**config.mk**
```make
export PLATFORM = sky130hd
export DESIGN_NAME = rsw_top
export DESIGN_NICKNAME = d
export VERILOG_FILES = /design/src/rtl/rsw_pkg.sv /design/src/rtl/rsw_top.sv
export VERILOG_INCLUDE_DIRS = /design/src /design/src/rtl
export SDC_FILE = /design/constraint.sdc
export NUM_CORES = 1
export LEC_CHECK = 0
export BUFFER_PORTS_ARGS = -buffer_cell sky130_fd_sc_hd__buf_2
export CORE_UTILIZATION = 30
export CTS_CLUSTER_DIAMETER = 120
export CTS_CLUSTER_SIZE = 16
export DETAILED_ROUTE_END_ITERATION = 6
export GPL_TIMING_DRIVEN = 0
export PLACE_DENSITY_LB_ADDON = 0.12
export SYNTH_ARGS = -nofsm -noshare
export SYNTH_HDL_FRONTEND = slang
export SYNTH_SLANG_ARGS = --single-unit
```
**constraint.sdc**
```tcl
create_clock -name clock_i -period 6.35 [get_ports clock_i]
set_clock_uncertainty 0.05 [all_clocks]
set_input_delay 0.3175 -clock clock_i [delete_from_list [all_inputs] [get_ports clock_i]]
set_output_delay 0.3175 -clock clock_i [all_outputs]
set_load 0.005 [all_outputs]
```
**src/rtl/rsw_map.svh**
```systemverilog
// Purpose: Timing constants for the reset supervisor and watchdog
// Assumes: 125 MHz clock_i; all long times counted in time-base ticks
// Notes:   Counts in ticks are 32-bit expressions; cast at the point of use
`ifndef RSW_MAP_SVH
`define RSW_MAP_SVH

`define RSW_CLK_NS          8
`define RSW_TICK_NS         500000
`define RSW_TICK_CYC        (`RSW_TICK_NS / `RSW_CLK_NS)
`define RSW_TICK_W          17
`define RSW_RST_MIN_US      250000
`define RSW_DEBOUNCE_US     20000
`define RSW_WD_SHORT_US     150000
`define RSW_WD_MID_US       600000
`define RSW_WD_LONG_US      1200000
// One extra tick covers the partial tick at the moment of loading
`define RSW_STRETCH_TICKS   (`RSW_RST_MIN_US * 1000 / `RSW_TICK_NS + 1)
`define RSW_DEBOUNCE_TICKS  (`RSW_DEBOUNCE_US * 1000 / `RSW_TICK_NS)
`define RSW_WD_SHORT_TICKS  (`RSW_WD_SHORT_US * 1000 / `RSW_TICK_NS)
`define RSW_WD_MID_TICKS    (`RSW_WD_MID_US * 1000 / `RSW_TICK_NS)
`define RSW_WD_LONG_TICKS   (`RSW_WD_LONG_US * 1000 / `RSW_TICK_NS)
`define RSW_STRETCH_W       10
`define RSW_DEBOUNCE_W      6
`define RSW_WD_W            12

`endif

```
**src/rtl/rsw_pkg.sv**
```systemverilog
// Purpose: Types for the reset supervisor and watchdog
// Assumes: Three-level select pin arrives already encoded on two bits
// Notes:   Code 2'b11 is not a legal pin state and is treated as tied high
package rsw_pkg;
    typedef enum logic [1:0] {
        RSW_TSEL_LOW   = 2'b00,
        RSW_TSEL_FLOAT = 2'b01,
        RSW_TSEL_HIGH  = 2'b10
    } rsw_tsel_t;
endpackage

```
**src/rtl/rsw_top.sv**
```systemverilog
// Purpose: Reset supervisor with power-fail, pushbutton and watchdog sources
// Assumes: Pin inputs are asynchronous and pass two flip-flops first
// Notes:   All long times come from one 0.5 ms tick; TICK_CYC may be shortened
// Operation
// Power-fail indication forces both reset outputs active.
// After supply recovers or power-up, hold reset at least 250 ms.
// Tolerance select chooses the 2.98 V or 2.64 V fail threshold.
// Pushbutton input is active low; outside pulls it low to reset.
// Debounce pushbutton; accepted press gives reset of at least 250 ms.
// Pushbutton stretch interval starts when the button is released.
// Reset asserts when strobe is not toggled within the timeout.
// Timeout select gives minimum 62.5, 250 or 500 ms.
// Nominal timeouts are about 150 ms, 600 ms and 1.2 s.
// Watchdog counts only while both reset outputs are inactive.
// Strobe falling edge before timeout clears the watchdog counter.
// Watchdog timeout asserts reset for at least 250 ms.
// Processor strobes no slower than the minimum selected timeout.
// Watchdog cannot be disabled; no strobes always means reset.
// Two reset outputs: active high and its active-low complement.
// One shared stretch counter; reassertion restarts the interval.
// All intervals come from one time base, sized for longest timeout.
`include "rsw_map.svh"

module rsw_top #(
    parameter int TICK_CYC = `RSW_TICK_CYC
) (
    input  wire logic              clock_i,
    input  wire logic              rst_n_i,
    input  wire logic              power_fail_2v98_i,
    input  wire logic              power_fail_2v64_i,
    input  wire logic              tolerance_select_i,
    input  wire rsw_pkg::rsw_tsel_t timeout_select_i,
    input  wire logic              pushbutton_reset_n_i,
    input  wire logic              watchdog_strobe_n_i,
    output logic                   reset_o,
    output logic                   reset_n_o
);
    import rsw_pkg::*;

    localparam logic [`RSW_STRETCH_W-1:0]  STRETCH_LOAD = `RSW_STRETCH_W'(`RSW_STRETCH_TICKS);
    localparam logic [`RSW_DEBOUNCE_W-1:0] DEB_LIMIT    = `RSW_DEBOUNCE_W'(`RSW_DEBOUNCE_TICKS);
    localparam logic [`RSW_TICK_W-1:0]     TICK_LAST    = `RSW_TICK_W'(TICK_CYC - 1);

    // Timeout in ticks for each select setting, nominal figures
    function automatic logic [`RSW_WD_W-1:0] wd_limit_f(input rsw_tsel_t sel);
        case (sel)
            RSW_TSEL_LOW:   wd_limit_f = `RSW_WD_W'(`RSW_WD_SHORT_TICKS);
            RSW_TSEL_FLOAT: wd_limit_f = `RSW_WD_W'(`RSW_WD_MID_TICKS);
            default:        wd_limit_f = `RSW_WD_W'(`RSW_WD_LONG_TICKS);
        endcase
    endfunction

    // Two-stage synchronisers; stage one feeds only stage two
    logic [6:0] sync1_r;
    logic [6:0] sync2_r;
    logic       strobe_d_r;
    always_ff @(posedge clock_i) begin
        sync1_r    <= {timeout_select_i, tolerance_select_i, power_fail_2v98_i,
                       power_fail_2v64_i, pushbutton_reset_n_i, watchdog_strobe_n_i};
        sync2_r    <= sync1_r;
        strobe_d_r <= sync2_r[0];
    end

    wire       strobe_s  = sync2_r[0];
    wire       pb_n_s    = sync2_r[1];
    wire       pf_lo_s   = sync2_r[2];
    wire       pf_hi_s   = sync2_r[3];
    wire       tol_s     = sync2_r[4];
    rsw_tsel_t tsel_s;
    assign tsel_s = rsw_tsel_t'(sync2_r[6:5]);

    // Tied low watches the higher threshold, tied high the lower one
    wire pf_s        = tol_s ? pf_lo_s : pf_hi_s;
    wire strobe_fall = strobe_d_r & ~strobe_s;

    // Free-running time base shared by every interval
    logic [`RSW_TICK_W-1:0] tick_cnt_r;
    wire tick = (tick_cnt_r == TICK_LAST);
    always_ff @(posedge clock_i) begin
        if (!rst_n_i || tick) begin
            tick_cnt_r <= '0;
        end else begin
            tick_cnt_r <= tick_cnt_r + `RSW_TICK_W'(1);
        end
    end

    // Debounce: press accepted only after staying low a full debounce time
    logic [`RSW_DEBOUNCE_W-1:0] deb_cnt_r;
    logic                       pb_held_r;
    wire deb_done = (deb_cnt_r == DEB_LIMIT);
    always_ff @(posedge clock_i) begin
        if (!rst_n_i || pb_n_s) begin
            deb_cnt_r <= '0;
            pb_held_r <= 1'b0;
        end else begin
            if (tick && !deb_done) begin
                deb_cnt_r <= deb_cnt_r + `RSW_DEBOUNCE_W'(1);
            end
            pb_held_r <= pb_held_r | deb_done;
        end
    end

    // Watchdog counter; runs only while reset is released
    logic [`RSW_WD_W-1:0] wd_cnt_r;
    logic                 reset_r;
    wire [`RSW_WD_W-1:0] wd_limit = wd_limit_f(tsel_s);
    wire wd_expire = ~reset_r & (wd_cnt_r >= wd_limit);
    always_ff @(posedge clock_i) begin
        if (!rst_n_i || reset_r || strobe_fall) begin
            wd_cnt_r <= '0;
        end else if (tick && !wd_expire) begin
            wd_cnt_r <= wd_cnt_r + `RSW_WD_W'(1);
        end
    end

    // Shared stretch: any live source reloads, so the interval restarts
    logic [`RSW_STRETCH_W-1:0] stretch_cnt_r;
    wire hold    = pf_s | pb_held_r;
    wire reload  = hold | wd_expire;
    wire running = (stretch_cnt_r != '0);
    always_ff @(posedge clock_i) begin
        if (!rst_n_i || reload) begin
            stretch_cnt_r <= STRETCH_LOAD;
        end else if (tick && running) begin
            stretch_cnt_r <= stretch_cnt_r - `RSW_STRETCH_W'(1);
        end
    end

    // Outputs straight from one flop pair so they never disagree
    always_ff @(posedge clock_i) begin
        if (!rst_n_i) begin
            reset_r   <= 1'b1;
            reset_n_o <= 1'b0;
        end else begin
            reset_r   <= reload | running;
            reset_n_o <= ~(reload | running);
        end
    end
    assign reset_o = reset_r;
endmodule

```
# Word-level counts from Yosys, hierarchy flattened
# Cells that the tools add are included.
[word_totals]
word_cells = 42
register_bits = 63
[op_classes]
muxes = 2
add_sub_neg = 4
n_lt_le_gt_ge = 1
reduce_logical = 13
bitwise_logic = 9
eq_ne = 3
[op_table]
columns = ["cell", "n"]
rows = [
  ["12-bit one-hot mux with 2 select lines", 1],
  ["17-bit by 1-bit adder with 17-bit output (second input constant)", 1],
  ["17-bit by 16-bit equality test with 1-bit output (second input constant)", 1],
  ["12-bit by 1-bit adder with 12-bit output (second input constant)", 1],
  ["12-bit greater-or-equal comparator", 1],
  ["10-bit nonzero test", 1],
  ["10-bit by 1-bit subtractor with 10-bit output (second input constant)", 1],
  ["6-bit by 1-bit adder with 6-bit output (second input constant)", 1],
  ["6-bit equality test (second input constant)", 1],
  ["1-bit logical OR", 5],
  ["1-bit bitwise OR", 4],
  ["1-bit logical AND", 3],
  ["1-bit zero test", 3],
  ["1-bit NOT", 3],
  ["1-bit AND", 2],
  ["2-bit by 1-bit equality test with 1-bit output (second input constant)", 1],
  ["2-bit zero test", 1],
  ["1-bit two-way mux", 1],
]

# Depth between registers and ports, before layout
[depth]
word_depth = 7
depth_mapped = 9
depth_no_buf = 8

# Worst setup path before layout
# No wires, ideal clock.
[synth_timing]
path_type = "register -> register"
startpoint = "register tick_cnt_r[8]"
endpoint = "register wd_cnt_r[9]"
slack_ns = 3.795
required_ns = 6.230
stages_incl_launch_ff = 6
synth_period_minus_slack_ns = 2.555
arrival_ns = 2.435
setup_ns = 0.070
cell_sequence = "dfxtp_1 or4_4 or4_4 or4_4 or4_1 a21oi_1"
[synth_between]
elab_chain_cells = 2
[synth_rtl]
columns = ["item", "line_no", "source"]
rows = [
  ["start: declaration", "rsw_top.sv:77", "logic [`RSW_TICK_W-1:0] tick_cnt_r;"],
  ["start signal: assignment", "rsw_top.sv:83", "tick_cnt_r <= tick_cnt_r + `RSW_TICK_W'(1);"],
  ["17-bit by 16-bit equality test with 1-bit output", "rsw_top.sv:78", "wire tick = (tick_cnt_r == TICK_LAST);"],
  ["1-bit logical AND", "rsw_top.sv:111", "end else if (tick && !wd_expire) begin"],
  ["end signal: assignment", "rsw_top.sv:112", "wd_cnt_r <= wd_cnt_r + `RSW_WD_W'(1);"],
  ["end: declaration", "rsw_top.sv:104", "logic [`RSW_WD_W-1:0] wd_cnt_r;"],
]
# Every way passes these cells.
# A chain may end at the register's enable or synchronous reset.

# Worst setup path in the final report
[layout_timing]
startpoint = "register sync2_r[5]"
endpoint = "register stretch_cnt_r[2]"
[layout_between]
elab_chain_cells = 6
word_cells_on_any_way = 7
cone_classes = "order compare (1); eq/ne (1); mux (1); bitwise (2); reduce/logical (2)"
[layout_rtl]
columns = ["item", "line_no", "source"]
rows = [
  ["start: declaration", "rsw_top.sv:55", "logic [6:0] sync2_r;"],
  ["start signal: assignment", "rsw_top.sv:60", "sync2_r <= sync1_r;"],
  ["2-bit by 1-bit equality test with 1-bit output / 2-bit zero test (equally long branches)", "rsw_top.sv:46", "case (sel)"],
  ["12-bit one-hot mux with 2 select lines *", "rsw_top.sv:46", ""],
  ["12-bit greater-or-equal comparator *", "rsw_top.sv:107", "wire wd_expire = ~reset_r & (wd_cnt_r >= wd_limit);"],
  ["1-bit AND *", "rsw_top.sv:107", ""],
  ["1-bit bitwise OR *", "rsw_top.sv:119", "wire reload = hold | wd_expire;"],
  ["1-bit logical OR *", "rsw_top.sv:122", "if (!rst_n_i || reload) begin"],
  ["end signal: assignment", "rsw_top.sv:125", "stretch_cnt_r <= stretch_cnt_r - `RSW_STRETCH_W'(1);"],
  ["end: declaration", "rsw_top.sv:117", "logic [`RSW_STRETCH_W-1:0] stretch_cnt_r;"],
]
# Mark *: on every way between the ends. The rest lies on a longest branch, timed or not.

==> results by group <==
Status
  • Status: completed

Global routing
  • Number of global-route vias before repair: 1,972
  • Global Route met3 Usage: 3.47%
  • GRT Max-Usage Layer: met2
  • Met2 usage: 18.3%
  • Initial antenna violation count: 0
  • Largest net degree at the start of global routing: 13
  • First-pass GRT wire length: 9.25 mm
  • GRT overflow: 0
  • Grt met1 use: 16.7%
  • Total track usage: 12.5%

Logic synthesis
  • Synth Register Bits: 63
  • Simple-gate share of the synthesized area: 25.7%
  • Adder-cell share of the synthesized area: 6.52%
  • Syn Nets: 316
  • Dominant cells by area after synthesis: dfxtp_1 (47%), ha_1 (6.5%), nor2_1 (4.5%)
  • Cell taking the most area after synthesis: dfxtp_1
  • Post-synth cell types: 39
  • Register area share after synthesis: 46.9%
  • Mux contribution to synthesized area: 1.16%
  • Synthesized area per cell: 9.17 um2
  • Post-Syn Area: 2690 um2
  • Synth top area share: 46.9%
  • Compound-Gate Fraction of Synth Area: 9.54%
  • Synthesized instance count: 293
  • Largest family of logic cells by synthesized area: simple AND/OR/NAND/NOR gates
  • Post-synthesis xor/xnor area fraction: 7.17%
  • YS warnings: 0

Job
  • Max Cap Viol: 0

Placement
  • HPWL after detailed placement: 3.67 mm
  • Post-DP Area: 2870 um2
  • Final GP Congestion: 0.705
  • Buffers on Ports: 10

Pwr
  • VDD IR-drop max: 0.102 mV
  • Pleak: 1.09 nW
  • Total net switching power: 0.182 mW
  • Sw Share: 23.6%
  • Sequential power share: 52.3%
  • Internal cell power: 0.591 mW
  • Combinational power share: 2.3%
  • Clock Power Share: 45.4%
  • Power density over the cells: 250 nW/um2

Hold path
  • Hold_sp: timeout_select_i[0]
  • Hold Crit Class: in2reg

Worst setup path
  • Crit path DAT: 3.15 ns
  • Element type at the critical path end: flip-flop
  • Family with the most delay on the worst path: compound AO/OA/AOI/OAI gates
  • Crit path largest cell delay: 0.48 ns
  • Crit-path max FO: 10
  • Critical path launch point type: flip-flop
  • FF-to-FF Start: sync2_r[5]
  • Sequence of cells on the critical path: nor2b_1 > inv_1 > ha_1 > a211o_1 > a311oi_1 > o31ai_1 > nor4b_1 > clkbuf_1 > o211ai_1
  • Setup CP Type: reg2reg
  • WP buf/inv: 2
  • Critical path required time: 6.50 ns
  • Critical path origin: sync2_r[5]
  • CP max-delay cell: nor4b_1

Die
  • Die footprint: 9340 um2
  • Number of I/O pins: 11
  • Row count: 34
  • Effective utilization at floorplan: 31.0%
  • Die height: 96.7 um
  • Core box area: 8680 um2
  • Die W: 96.7 um

Final layout
  • Synth-to-Final Area Change: 15.3%
  • Layout cells sized above 1: 10.6%
  • Most frequent cells in the layout: dfxtp_1 (63), nor2_1 (32), nand2_1 (21)
  • Commonest non-fill, non-tap cell in the layout: dfxtp_1
  • ANT cells: 0
  • Final Cell Area: 3100 um2
  • Fin nets: 340

Timing
  • Final hold violations: 0
  • Final Setup Violations: 0
  • Minimum clock period: 3.01 ns
  • Fin crit share: 47.3%
  • Slew Limit Fails: 0
  • Setup TNS: 0 ns
  • Worst slew pin tran: 0.816 ns
  • WHS: 0.0260 ns
  • Max_slew headroom: 45.1%
  • Fmax: 0.333 GHz
  • RSZ-0062 raised after global routing: false

Clocking
  • Worst-skew pair later-pin latency: 0.34 ns
  • CTS Buf Count: 9
  • Worst-path clk slew: 0.08 ns
  • H-tree lvl count: 3
  • CTS tree: built
  • Clock Path Buffers: 2
  • CTS root buf: clkbuf_8
  • CTS sink cnt: 63
  • Resize count post-CTS: 0

Routing
  • Vias: 2,081
  • Drc violations: 0
  • Drt wl/cell: 12.3 um
  • Post-route ant nets: 0
  • 1st-pass router iterations: 4
  • Drt via density: 4.84
  • Post-Route WL: 5.27 mm
  • DR iter-0 viols: 71
-- power by group through the flow --
stage               registers, mW  clock network (mW)  logic (mW)
floorplan                   0.413                   0      0.0105
global placement            0.414                   0      0.0165
detailed placement          0.414                   0      0.0166
CTS                         0.405               0.365      0.0167
global route                0.406               0.385      0.0198
finish                      0.405               0.351      0.0176
-- worst paths after layout --
check,to,slack (ns),depth (start not counted)
setup reg to reg,stretch_cnt_r[2],3.34,9
hold reg to reg,sync2_r[4],0.28,0
setup / recovery,stretch_cnt_r[2],3.34,9
hold / removal,sync1_r[5],0.03,1
-- metrics by stage --
stage                     util, %  power (mW)  setup slack [ns]  std cells
final                        35.7       0.774              3.34        430
after global routing         35.7       0.811              2.97        430
after CTS                    35.4       0.786              3.26        427
after detailed placement     33.1       0.431              3.30        411
after global placement       33.1       0.431              3.27        411
after floorplan                 -       0.424              3.79        293
-- flip-flops by register name, summed over array words and instances (netlist names) --
name / count
tick_cnt_r: 17
wd_cnt_r: 12
stretch_cnt_r: 10
sync1_r: 7
sync2_r: 7
deb_cnt_r: 6
pb_held_r: 1
reset_n_o: 1
reset_o: 1
strobe_d_r: 1
-- cell type report --
cell class              instances  area, um2
fillers                       924       5580
well taps                     108        135
clock inverters                 7       72.6
plain buffers                   5       18.8
multi-input cells             209       1350
repair buffers                 13       80.1
inverters                      16       60.1
flip-flops and latches         63       1260
clock buffers                   9        124
-- worst reg2reg max path: stages (launching register included) --
cell and delay [ns]:
dfxtp_1 0.32, nor2b_1 0.22, inv_1 0.12, ha_1 0.30, a211o_1 0.26, a311oi_1 0.32
o31ai_1 0.25, nor4b_1 0.48, clkbuf_1 0.40, o211ai_1 0.14
-- cells by family (layout without fill, tap and decap cells) --
family | after synthesis | after routing
buf+inv | 21 | 50
flops | 63 | 63
mux | 3 | 3
xor+xnor | 22 | 22
fa+ha+maj | 14 | 14
simple gates | 128 | 128
compound gates | 42 | 42
-- synth_stat cells --
master	n
or4_4	3
nand4b_1	2
nor4_2	1
mux2i_1	2
a21oi_1	15
and3_1	4
and2_0	1
nor3b_1	1
or3_1	13
o21ai_0	13
xor2_1	10
dfxtp_1	63
nand3b_1	1
xnor2_1	12
and2_1	3
clkbuf_1	5
a211o_1	2
a21bo_2	1
or4_1	6
a311oi_1	2
inv_1	16
nor4b_1	2
o211a_1	1
or4b_2	1
nand2b_1	3
nor2_1	32
ha_1	14
nand2_1	21
mux2_2	1
nor2b_1	3
nand4_1	8
nor4_1	2
o31ai_1	6
nor3_1	7
o211ai_1	1
or2_2	1
and4_1	1
nand3_1	12
o311ai_0	1
-- timing repair --
action	4_1_cts	5_1_grt
buffers inserted	0	0
setup endpoints to repair	0	0
endpoints found under the hold margin	0	3
hold buffers	0	3
-- per-layer routing --
layer / part of all wire [%] / wire length, um
met2: 43 / 2260
met3: 2.0 / 107
met4: 1.7 / 89
met1: 53 / 2810
met5: 0 / 0
No activity file was read; power rests on OpenSTA's default activity.
